File: src/logic/pacr_map.svh
// register offsets, field positions and reset values of the address/10bt config bank
`ifndef PACR_MAP_SVH
`define PACR_MAP_SVH
`define PACR_PHY_ADDRESS_REG 5'h19
`define PACR_TENBASE_STATUS_REG 5'h1B
`define PACR_TENBASE_CONFIG_REG 5'h1C
`define PACR_SER_BIT 9
`define PACR_CFG_RSV15 15
`define PACR_CFG_RSV7 7
`define PACR_LP_BIT 5
`define PACR_HB_BIT 4
`define PACR_PAIR_BIT 3
`define PACR_SQUELCH_BIT 2
`define PACR_JAB_BIT 0
`define PACR_CFG_RESET 16'h80B9
`define PACR_CFG_WMASK 16'h80BD
`define PACR_ADDR_W 5
`endif

File: src/logic/pacr_pkg.sv
// types shared by the address/10bt config bank
package pacr_pkg;
    typedef enum logic [1:0] {
        PACR_IDLE = 2'b00,
        PACR_CAPTURE = 2'b01,
        PACR_RUN = 2'b10
    } pacr_state_t;
    typedef enum logic {
        PACR_NIBBLE = 1'b0,
        PACR_SERIAL = 1'b1
    } pacr_mii_mode_t;
endpackage : pacr_pkg

File: src/logic/pacr_mode_logic.sv
// operating-mode decode from the 10bt configuration bits
`timescale 1ns/10ps
`include "pacr_map.svh"
module pacr_mode_logic (
    input wire logic clk,
    input wire logic rst,
    input wire logic [15:0] cfg,
    input wire logic ser_bit,
    input wire logic speed_100_sel,
    input wire logic autoneg_en,
    input wire logic full_duplex,
    output logic mii_serial,
    output logic link_pulse_tx,
    output logic force_good_link,
    output logic force_10m,
    output logic heartbeat_on,
    output logic utp_oe,
    output logic stp_oe,
    output logic low_squelch,
    output logic jabber_on
);
    logic lp;
    logic at_100;
    assign lp = cfg[`PACR_LP_BIT];
    // link pulse off with autoneg drops the 100 setting to 10
    assign at_100 = speed_100_sel && !(autoneg_en && !lp);

    // registered decode so every output stands on a flop
    always_ff @(posedge clk or posedge rst) begin
        if (rst) begin
            mii_serial <= 1'b0;
            link_pulse_tx <= 1'b1;
            force_good_link <= 1'b0;
            force_10m <= 1'b0;
            heartbeat_on <= 1'b1;
            utp_oe <= 1'b1;
            stp_oe <= 1'b0;
            low_squelch <= 1'b0;
            jabber_on <= 1'b1;
        end else begin
            mii_serial <= ser_bit && !at_100;
            // at 100 without autoneg the bit is ignored
            link_pulse_tx <= at_100 ? 1'b0 : lp;
            force_good_link <= at_100 ? 1'b0 : !lp;
            force_10m <= speed_100_sel && autoneg_en && !lp;
            heartbeat_on <= cfg[`PACR_HB_BIT] && !full_duplex && !at_100;
            utp_oe <= cfg[`PACR_PAIR_BIT];
            stp_oe <= !cfg[`PACR_PAIR_BIT];
            low_squelch <= cfg[`PACR_SQUELCH_BIT];
            jabber_on <= cfg[`PACR_JAB_BIT] && !at_100;
        end
    end

    // exactly one transmit pair enabled, one cycle after config
    property p_one_pair;
        @(posedge clk) disable iff (rst) utp_oe != stp_oe;
    endproperty
    a_one_pair: assert property (p_one_pair) else $error("both or no pairs enabled");

    property p_no_serial_100;
        @(posedge clk) disable iff (rst) at_100 |=> !mii_serial;
    endproperty
    a_no_serial_100: assert property (p_no_serial_100) else $error("serial mode at 100");
endmodule : pacr_mode_logic

File: src/logic/pacr_regs.sv
// address, 10bt status and 10bt configuration registers of the phy
`timescale 1ns/10ps
`include "pacr_map.svh"
module pacr_regs #(
    parameter int STRAP_SETTLE = 2
) (
    input wire logic clk,
    input wire logic rst,
    input wire logic [4:0] phy_address_strap_pins,
    input wire logic ten_serial_mode_strap,
    input wire logic [4:0] mgmt_phy_addr,
    input wire logic [4:0] mgmt_reg_addr,
    input wire logic mgmt_wr,
    input wire logic mgmt_rd,
    input wire logic [15:0] mgmt_wdata,
    input wire logic speed_100_sel,
    input wire logic autoneg_en,
    input wire logic full_duplex,
    output logic [15:0] mgmt_rdata,
    output logic mgmt_hit,
    output logic [4:0] phy_address_field,
    output logic isolate_set,
    output logic ten_serial_mode_bit,
    output logic [15:0] tenbase_config,
    output logic mii_serial,
    output logic link_pulse_tx,
    output logic force_good_link,
    output logic force_10m,
    output logic heartbeat_on,
    output logic unshielded_tx_oe,
    output logic shielded_tx_oe,
    output logic low_squelch,
    output logic jabber_on
);
    pacr_pkg::pacr_state_t state;
    logic [1:0] settle_cnt;
    logic addr_match;
    logic wr_addr_reg;
    logic wr_sr;
    logic wr_cr;

    // register strobe decode, shared by the three writable registers
    function automatic logic pacr_sel(input logic strobe, input logic match,
                                      input logic [4:0] reg_addr, input logic [4:0] target);
        return strobe && match && (reg_addr == target);
    endfunction : pacr_sel

    // frames carry the address as shifted in msb first; the serial front end
    // is outside this bank and hands over mgmt_phy_addr already assembled
    assign addr_match = (mgmt_phy_addr == phy_address_field);
    assign wr_addr_reg = pacr_sel(mgmt_wr, addr_match, mgmt_reg_addr, `PACR_PHY_ADDRESS_REG);
    assign wr_sr = pacr_sel(mgmt_wr, addr_match, mgmt_reg_addr, `PACR_TENBASE_STATUS_REG);
    assign wr_cr = pacr_sel(mgmt_wr, addr_match, mgmt_reg_addr, `PACR_TENBASE_CONFIG_REG);

    // strap capture sequence: async reset takes constants, straps are
    // sampled by the clock after release so no port feeds a reset value
    always_ff @(posedge clk or posedge rst) begin
        if (rst) begin
            state <= pacr_pkg::PACR_IDLE;
            settle_cnt <= 2'h0;
        end else begin
            case (state)
                pacr_pkg::PACR_IDLE: begin
                    if (settle_cnt == 2'(STRAP_SETTLE - 1)) begin
                        state <= pacr_pkg::PACR_CAPTURE;
                    end else begin
                        settle_cnt <= settle_cnt + 2'h1;
                    end
                end
                pacr_pkg::PACR_CAPTURE: state <= pacr_pkg::PACR_RUN;
                pacr_pkg::PACR_RUN: state <= pacr_pkg::PACR_RUN;
                default: state <= pacr_pkg::PACR_IDLE;
            endcase
        end
    end

    // address field: strap load then software writes
    always_ff @(posedge clk or posedge rst) begin
        if (rst) begin
            phy_address_field <= 5'h00;
        end else if (state == pacr_pkg::PACR_CAPTURE) begin
            phy_address_field <= phy_address_strap_pins;
        end else if (wr_addr_reg && state == pacr_pkg::PACR_RUN) begin
            phy_address_field <= mgmt_wdata[4:0];
        end
    end

    // isolate request follows the address; zero strap at reset isolates too
    always_ff @(posedge clk or posedge rst) begin
        if (rst) begin
            isolate_set <= 1'b0;
        end else begin
            isolate_set <= (phy_address_field == 5'h00) && state == pacr_pkg::PACR_RUN;
        end
    end

    // serial-mode bit: strap load then software writes
    always_ff @(posedge clk or posedge rst) begin
        if (rst) begin
            ten_serial_mode_bit <= 1'b0;
        end else if (state == pacr_pkg::PACR_CAPTURE) begin
            ten_serial_mode_bit <= ten_serial_mode_strap;
        end else if (wr_sr && state == pacr_pkg::PACR_RUN) begin
            ten_serial_mode_bit <= mgmt_wdata[`PACR_SER_BIT];
        end
    end

    // config register: only writable bits store; read-only reserved read 0.
    // bits 15 and 7 are kept writable so software's ones stick
    always_ff @(posedge clk or posedge rst) begin
        if (rst) begin
            tenbase_config <= `PACR_CFG_RESET;
        end else if (wr_cr && state == pacr_pkg::PACR_RUN) begin
            tenbase_config <= mgmt_wdata & `PACR_CFG_WMASK;
        end
    end

    // read data registered, one cycle after mgmt_rd
    always_ff @(posedge clk or posedge rst) begin
        if (rst) begin
            mgmt_rdata <= 16'h0000;
            mgmt_hit <= 1'b0;
        end else begin
            mgmt_rdata <= 16'h0000;
            mgmt_hit <= 1'b0;
            if (mgmt_rd && addr_match) begin
                case (mgmt_reg_addr)
                    `PACR_PHY_ADDRESS_REG: begin
                        mgmt_rdata <= {11'h000, phy_address_field};
                        mgmt_hit <= 1'b1;
                    end
                    `PACR_TENBASE_STATUS_REG: begin
                        mgmt_rdata <= {6'h00, ten_serial_mode_bit, 9'h000};
                        mgmt_hit <= 1'b1;
                    end
                    `PACR_TENBASE_CONFIG_REG: begin
                        mgmt_rdata <= tenbase_config;
                        mgmt_hit <= 1'b1;
                    end
                    default: mgmt_hit <= 1'b0;
                endcase
            end
        end
    end

    pacr_mode_logic i_pacr_mode_logic (
        .clk(clk),
        .rst(rst),
        .cfg(tenbase_config),
        .ser_bit(ten_serial_mode_bit),
        .speed_100_sel(speed_100_sel),
        .autoneg_en(autoneg_en),
        .full_duplex(full_duplex),
        .mii_serial(mii_serial),
        .link_pulse_tx(link_pulse_tx),
        .force_good_link(force_good_link),
        .force_10m(force_10m),
        .heartbeat_on(heartbeat_on),
        .utp_oe(unshielded_tx_oe),
        .stp_oe(shielded_tx_oe),
        .low_squelch(low_squelch),
        .jabber_on(jabber_on)
    );

    property p_strap_load;
        @(posedge clk) disable iff (rst)
            state == pacr_pkg::PACR_CAPTURE |=> phy_address_field == $past(phy_address_strap_pins);
    endproperty
    a_strap_load: assert property (p_strap_load) else $error("address strap not loaded");

    property p_isolate;
        @(posedge clk) disable iff (rst)
            (state == pacr_pkg::PACR_RUN && phy_address_field == 5'h00) |=> isolate_set;
    endproperty
    a_isolate: assert property (p_isolate) else $error("zero address did not isolate");

    property p_ser_strap;
        @(posedge clk) disable iff (rst)
            state == pacr_pkg::PACR_CAPTURE |=> ten_serial_mode_bit == $past(ten_serial_mode_strap);
    endproperty
    a_ser_strap: assert property (p_ser_strap) else $error("serial strap not latched");

    property p_mii_mode;
        @(posedge clk) disable iff (rst)
            (!speed_100_sel && $stable(ten_serial_mode_bit)) |=> mii_serial == $past(ten_serial_mode_bit);
    endproperty
    a_mii_mode: assert property (p_mii_mode) else $error("mii mode wrong at 10");

    property p_lp_off;
        @(posedge clk) disable iff (rst)
            (!speed_100_sel && !tenbase_config[`PACR_LP_BIT]) |=> (!link_pulse_tx && force_good_link);
    endproperty
    a_lp_off: assert property (p_lp_off) else $error("link pulse off not honoured");

    property p_force10;
        @(posedge clk) disable iff (rst)
            (speed_100_sel && autoneg_en && !tenbase_config[`PACR_LP_BIT]) |=> force_10m;
    endproperty
    a_force10: assert property (p_force10) else $error("10 Mb/s not forced");

    property p_lp_ignored;
        @(posedge clk) disable iff (rst)
            (speed_100_sel && !autoneg_en) |=> (!link_pulse_tx && !force_good_link && !force_10m);
    endproperty
    a_lp_ignored: assert property (p_lp_ignored) else $error("link pulse bit acted at 100");

    property p_hb;
        @(posedge clk) disable iff (rst) full_duplex |=> !heartbeat_on;
    endproperty
    a_hb: assert property (p_hb) else $error("heartbeat in full duplex");

    property p_cfg_write;
        @(posedge clk) disable iff (rst)
            (wr_cr && state == pacr_pkg::PACR_RUN) |=> ##1 low_squelch == $past(mgmt_wdata[2], 2);
    endproperty
    a_cfg_write: assert property (p_cfg_write) else $error("squelch write lost");

    // a software address write lands on the next edge
    property p_addr_write;
        @(posedge clk) disable iff (rst) (wr_addr_reg && state == pacr_pkg::PACR_RUN)
            |=> phy_address_field == $past(mgmt_wdata[4:0]);
    endproperty
    a_addr_write: assert property (p_addr_write) else $error("address write lost");

    // serial-mode bit follows a software write to the status register
    property p_ser_write;
        @(posedge clk) disable iff (rst) (wr_sr && state == pacr_pkg::PACR_RUN)
            |=> ten_serial_mode_bit == $past(mgmt_wdata[`PACR_SER_BIT]);
    endproperty
    a_ser_write: assert property (p_ser_write) else $error("serial bit write lost");

    // config keeps only the writable bits of a write
    property p_cfg_mask;
        @(posedge clk) disable iff (rst) (wr_cr && state == pacr_pkg::PACR_RUN)
            |=> tenbase_config == ($past(mgmt_wdata) & `PACR_CFG_WMASK);
    endproperty
    a_cfg_mask: assert property (p_cfg_mask) else $error("config mask wrong");

    // strap fields must not move while the straps settle
    property p_idle_hold;
        @(posedge clk) disable iff (rst) state == pacr_pkg::PACR_IDLE
            |=> $stable(phy_address_field) && $stable(ten_serial_mode_bit);
    endproperty
    a_idle_hold: assert property (p_idle_hold) else $error("field moved early");

    // selected pair tracks the config bit a cycle later; catches a swapped pair
    property p_pair_follow;
        @(posedge clk) disable iff (rst) 1'b1
            |=> unshielded_tx_oe == $past(tenbase_config[`PACR_PAIR_BIT]);
    endproperty
    a_pair_follow: assert property (p_pair_follow) else $error("pair select not followed");

    // jabber has no meaning at 100, so it is held off there
    property p_jabber_100;
        @(posedge clk) disable iff (rst) (speed_100_sel && !autoneg_en)
            |=> !jabber_on;
    endproperty
    a_jabber_100: assert property (p_jabber_100) else $error("jabber active at 100");

    // a frame for another phy gets neither data nor a hit
    property p_read_refused;
        @(posedge clk) disable iff (rst) (mgmt_rd && !addr_match)
            |=> (!mgmt_hit && mgmt_rdata == 16'h0000);
    endproperty
    a_read_refused: assert property (p_read_refused) else $error("foreign read answered");

    // address register read returns the field as it stood at the request
    property p_read_addr;
        @(posedge clk) disable iff (rst)
            (mgmt_rd && addr_match && mgmt_reg_addr == `PACR_PHY_ADDRESS_REG)
            |=> (mgmt_hit && mgmt_rdata == {11'h000, $past(phy_address_field)});
    endproperty
    a_read_addr: assert property (p_read_addr) else $error("address read wrong");

    // a nonzero address releases the isolate request
    property p_isolate_clear;
        @(posedge clk) disable iff (rst)
            (state == pacr_pkg::PACR_RUN && phy_address_field != 5'h00) |=> !isolate_set;
    endproperty
    a_isolate_clear: assert property (p_isolate_clear) else $error("isolate held");

    // heartbeat runs at 10 half duplex when its bit is set
    property p_hb_on;
        @(posedge clk) disable iff (rst)
            (tenbase_config[`PACR_HB_BIT] && !full_duplex && !speed_100_sel) |=> heartbeat_on;
    endproperty
    a_hb_on: assert property (p_hb_on) else $error("heartbeat not on");
endmodule : pacr_regs

File: config.mk
export PLATFORM = sky130hd
export DESIGN_NAME = pacr_regs
export DESIGN_NICKNAME = d
export VERILOG_FILES = /design/src/logic/pacr_pkg.sv /design/src/logic/pacr_mode_logic.sv /design/src/logic/pacr_regs.sv
export VERILOG_INCLUDE_DIRS = /design/src /design/src/logic
export SDC_FILE = /design/constraint.sdc
export NUM_CORES = 1
export LEC_CHECK = 0
export BUFFER_PORTS_ARGS = -buffer_cell sky130_fd_sc_hd__buf_2
export CORE_MARGIN = 5
export CORE_UTILIZATION = 40
export DETAILED_ROUTE_END_ITERATION = 12
export PLACE_DENSITY = 0.71
export SLEW_MARGIN = 20
export SYNTH_ARGS = -nofsm -noshare
export SYNTH_HDL_FRONTEND = slang
export SYNTH_SLANG_ARGS = --single-unit
File: constraint.sdc
create_clock -name clk -period 1.8 [get_ports clk]
set_input_delay 0.18 -clock clk [delete_from_list [all_inputs] [get_ports clk]]
set_output_delay 0.18 -clock clk [all_outputs]
set_load 0.005 [all_outputs]
* After elaboration in Yosys (flattened, before gate mapping)
Cells that the tools add are included.
Word-level totals: bits in registers 44, input bits 39, logic and storage cells 68, bits in writable memories 0, ROM bits 0, output and inout port bits 49, memories kept 0, latch bits 0
Operators by class: add/subtract/negate cells 1, shift-type cells 0, divide/modulo/power cells 0, eq/ne operators 8, bitwise gates (word level) 1, reduce and logical (&&, ||, !) cells 29, multiply operators 0, $lt $le $gt $ge 0, mux-type cells 12
Operator list (number):
- $pmux 16 s3 | 1
- $logic_and 1x1->1 | 17
- $mux 16 | 1
- $eq 5x5->1 const B | 3
- $mux 5 | 2
- $mux 1 | 6
- $eq 5x5->1 | 1
- $logic_not 1->1 | 5
- $logic_not 5->1 | 1
- $eq 2x1->1 const B | 2
- $pmux 2 s2 | 1
- $reduce_bool 2->1 | 2
- $reduce_or 3->1 | 1
- $add 2x1->2 const B | 1
- $eq 2x2->1 const B | 1
- $logic_not 2->1 | 1
- $mux 2 | 1
- $ne 2x2->1 const B | 1
- $reduce_and 2->1 | 1
- $reduce_or 2->1 | 1
- $not 1->1 | 1

* Longest topological paths before layout
depth in word-level cells 6, mapped depth 6, gate-level depth less buffers 5

* Modules after synthesis
A second synthesis with hierarchy kept.
Second synthesis, totals: cells, all modules 137, area total of the unflattened synthesis 1761.7 um2
Modules (own cells, without submodules):
- pacr_regs | area an instance 1455.1 um2, seq. area each 708.2 um2, instances 1, cells an instance 116
- pacr_mode_logic | area an instance 306.5 um2, seq. area each 230.2 um2, instances 1, cells an instance 21

* Worst setup path before layout
No wires, ideal clock.
path kind flip-flop to flip-flop, start point register phy_address_field[3], end point register tenbase_config[2], period minus slack after synthesis 1604 ps, arrival time 1479 ps, path slack 196 ps, path buffers 1, data required time 1675 ps, stages on the path, launching flop included 6, library setup time 125 ps, path through dfrtp_1 xor2_1 nor4_4 buf_6 nand3_4 mux2_4
Between the ends: longest elaborated chain between the ends 4
Ends and longest elaborated chain:
- from (decl) | RTL line pacr_regs.sv:21 | output logic [4:0] phy_address_field,
- from (signal assigned) | RTL line pacr_regs.sv:82 | phy_address_field <= phy_address_strap_pins;
- from (signal assigned) | RTL line pacr_regs.sv:84 | phy_address_field <= mgmt_wdata[4:0];
- $eq 5x5->1 | RTL line pacr_regs.sv:50 | assign addr_match = (mgmt_phy_addr == phy_address_field);
- $logic_and 1x1->1 (2 in series) | RTL line pacr_regs.sv:45 | return strobe && match && (reg_addr == target);
- $logic_and 1x1->1 | RTL line pacr_regs.sv:113 | end else if (wr_cr && state == pacr_pkg::PACR_RUN) begin
- to (signal assigned) | RTL line pacr_regs.sv:112 | tenbase_config <= `PACR_CFG_RESET;
- to (signal assigned) | RTL line pacr_regs.sv:114 | tenbase_config <= mgmt_wdata & `PACR_CFG_WMASK;
- to (decl) | RTL line pacr_regs.sv:24 | output logic [15:0] tenbase_config,
Every way passes these cells. A chain may end at the register's enable or synchronous reset.

* Final worst setup path
start point register phy_address_field[3], end point register phy_address_field[1]
Between the ends: longest elaborated chain between the ends 5
Ends and longest elaborated chain:
- $eq 5x5->1 | RTL line pacr_regs.sv:50
- $logic_and 1x1->1 (2 in series) | RTL line pacr_regs.sv:45
- $logic_and 1x1->1 | RTL line pacr_regs.sv:83 | end else if (wr_addr_reg && state == pacr_pkg::PACR_RUN) begin
- $reduce_bool 2->1 (no source line)
Every way passes these cells.

==> results.yml <==
setup_path:
  worst_ep_required_time_ns: 1.97
  cp_top_family: "flip-flops"
  worst-setup-path-type: "flip-flop to flip-flop"
  cp_slowest_cell: "dfrtp_1"
  r2r_end: "phy_address_field[1]$_DFFE_PP0P_"
  cp_max_fo: 10
  path_cells: "xor2_1, nor4_4, buf_4, a311oi_1, a221o_1"
  crit_buf_inv: 1
  reg2reg_depth: 5
  end_kind: "flip-flop"
  worstSetupStartpoint: "phy_address_field[3]$_DFFE_PP0P_"
  cp_data_arrival_time_ns: 1.87
  cp-start-kind: "flip-flop"
  reg2reg_from: "phy_address_field[3]$_DFFE_PP0P_"
  ff2ff_setup_slack_ns: 0.1
  cpPeakStageDelay_ns: 0.40
routing:
  finalWirelength_um: 4053
  drtIter0Drc: 93
  avgViaCountPerCell: 4.669
  first_pass_iters: 4
  ant_nets: 0
  num_vias: 1298
  wire_per_inst_um: 14.58
  remaining_drc_errors: 0
layout:
  layout.core_utilization_pct: 51.95
  final_common_cell: "buf_2"
  syn2layout_area_growth_pct: 25.56
  fin_cells: 278
  n_antenna_cell: 0
  drive_gt1_share_pct: 45.13
  layout.nets: 268
  fillers: 405
  final_cell_mix: "64 x buf_2, 27 x dfrtp_1, 16 x conb_1"
job:
  drv_cap: 0
sta:
  finalSetupViolations: 0
  final_hold_viol_count: 27
  drv_slew: 0
  fin_skew_ns: 0.002188
  finalCriticalPeriod_ns: 1.701
  rsz0062_at_grt: "no"
  maxSlewHeadroom_pct: 61.95
  fin_ws_ns: 0.09922
  fin_tns_setup_ns: 0
  period_share_pct: 94.49
  fin_hold_ws_ns: -0.01315
  fmax_mhz: 588.0
  tightest_slew_ns: 0.5707
clock_network:
  clkLatencyLatePin_ns: 0.29
  cts.clk_slew.worst_paths_ns: 0.07
  cts_setup_buffers: 0
  cts_resized: 0
  hold_buffers: 0
  clockBufferDepth: 2
  htreeDepth: 2
  root_buffer: "clkbuf_8"
  cts_tree: "built"
  cts_sinks: 37
  cts_buffers: 5
yosys:
  synth.cell_area_um2: 1802
  synth_top_family_by_area: "simple AND/OR/NAND/NOR gates"
  synthSimpleGateAreaFrac_pct: 17.29
  synth_compound_area_share_pct: 8.264
  synth_area_leaders: "dfrtp_1 38%, dfstp_2 15%, buf_4 7.1%, mux2_4 5.8%, ha_1 2.8%"
  synth-seq-cells: 37
  synth-xor-area-share_pct: 2.917
  synthAdderAreaFrac_pct: 2.778
  yosysSeqAreaShare_pct: 52.08
  synth_edf_count: 0
  yosysTopAreaCell: "dfrtp_1"
  synth_top_area_share_pct: 37.50
  synth_cell_types: 40
  synthMuxAreaShare_pct: 5.833
  yosysWarnings: 0
  synthCells: 153
  ys.flop_type: "dfrtp_1"
  async_reset_ff_share_pct: 100.0
  synth_area_per_cell_um2: 11.78
grt:
  met3_usage_pct: 6.323
  grt_use_met2_pct: 22.58
  top_usage_layer: "met2"
  use_met1_pct: 15.65
  grt_overflow_total: 0
  grt_first_pass_wirelength_um: 6548
  grt_start_max_net_pins: 38
  grtUsageTotal_pct: 13.78
  grt_pass1_vias: 1399
  antenna_found_initial: 0
floorplanning:
  fp.dieArea_um2: 5947
  core_area_um2: 4354
  io_pins: 88
  placementRows: 24
  die_h_um: 77.12
  chipWidth_um: 77.12
  start_util_pct: 41.38
pwr:
  vdd_drop_max_mv: 0.4305
  power.total_mw: 1.783
  powerDensity_nw_per_um2: 788.2
  power_leakage_nw: 1.224
outcome:
  status: "complete, but fails checks"
  failed_checks: "negative hold slack"
placed_design:
  dp_slack_ns: 0.1397
  hpwl_um: 3049
  globalplace.congestion: 0.7794
  placed_cells: 270
  io_buffers: 64
min_path:
  hp-class: "primary input to async pin"
==> cell usage after synthesis, types with 2 or more instances <==
cell	number
nand2b_1	4
nor3_1	3
clkbuf_1	2
inv_1	12
buf_4	17
a221o_1	2
a311oi_1	2
o211ai_1	3
xnor2_1	2
ha_1	4
a21oi_1	2
and2_1	3
mux2_4	7
a22oi_1	4
xor2_1	4
nand4_1	3
nor2_1	4
nand2_1	6
dfstp_2	10
dfrtp_1	27
nor2b_1	6
o21ai_0	3
and3_1	6
==> flip-flops by register name, indices dropped and copies added (netlist names), 2 cells and up <==
signal and count:
phy_address_field 5, state 2, tenbase_config 7, settle_cnt 2, mgmt_rdata 9
==> cell type report <==
| type | count | area, um^2 | area share (%) |
|---|---|---|---|
| repair buffers | 70 | 365.4 | 16.15 |
| clock inverters | 2 | 37.54 | 1.659 |
| well taps | 52 | 65.06 | 2.876 |
| flip-flops and latches | 37 | 938.4 | 41.48 |
| inverters | 12 | 45.04 | 1.991 |
| multi-input cells | 99 | 728.2 | 32.19 |
| clock buffers | 6 | 82.58 | 3.650 |
==> tightest hold or removal path, cell delays in order <==
cell and delay [ns]:
buf_2 0.09, inv_1 0.04, buf_4 0.40
==> worst max-delay path by stage <==
stage,end,cells past startpoint
2_1_floorplan,tenbase_config[2]$_DFFE_PP0P_,5
3_5_place_dp,phy_address_field[1]$_DFFE_PP0P_,5
6_report,phy_address_field[1]$_DFFE_PP0P_,5
4_1_cts,phy_address_field[1]$_DFFE_PP0P_,5
5_1_grt,phy_address_field[1]$_DFFE_PP0P_,5
3_3_place_gp,phy_address_field[1]$_DFFE_PP0P_,5
==> power breakdown <==
group,internal (mW),switching (mW),total [mW]
clock network,0.450,0.303,0.753
logic,0.0748,0.0897,0.164
registers,0.851,0.0136,0.865
==> metal layers <==
| metal | part of all wire [%] | wire, um |
|---|---|---|
| met1 | 40 | 1629 |
| met2 | 49 | 1969 |
| met3 | 10 | 409 |
| met4 | 1.1 | 45 |
| met5 | 0 | 0 |
==> stage by stage <==
stage                     hold WS [ns]  cell area (um^2)
after global placement          0.3042              2142
after global routing           0.02697              2262
final                         -0.01315              2262
after CTS                     0.002610              2262
after floorplan                 0.2118              1858
after detailed placement        0.3158              2142
==> cell families (layout without fill, tap and decap cells) <==
| kind of cell | count (synthesis) | after routing |
|---|---|---|
| multiplexers | 7 | 7 |
| AND/OR/NAND/NOR | 46 | 46 |
| adder cells (fa/ha/maj) | 4 | 4 |
| other | 1 | 16 |
| AO/OA/AOI/OAI | 20 | 20 |
| XOR/XNOR | 6 | 6 |
| flip-flops | 37 | 37 |
| buffers and inverters | 32 | 90 |
(Power assumes the default switching activity.)
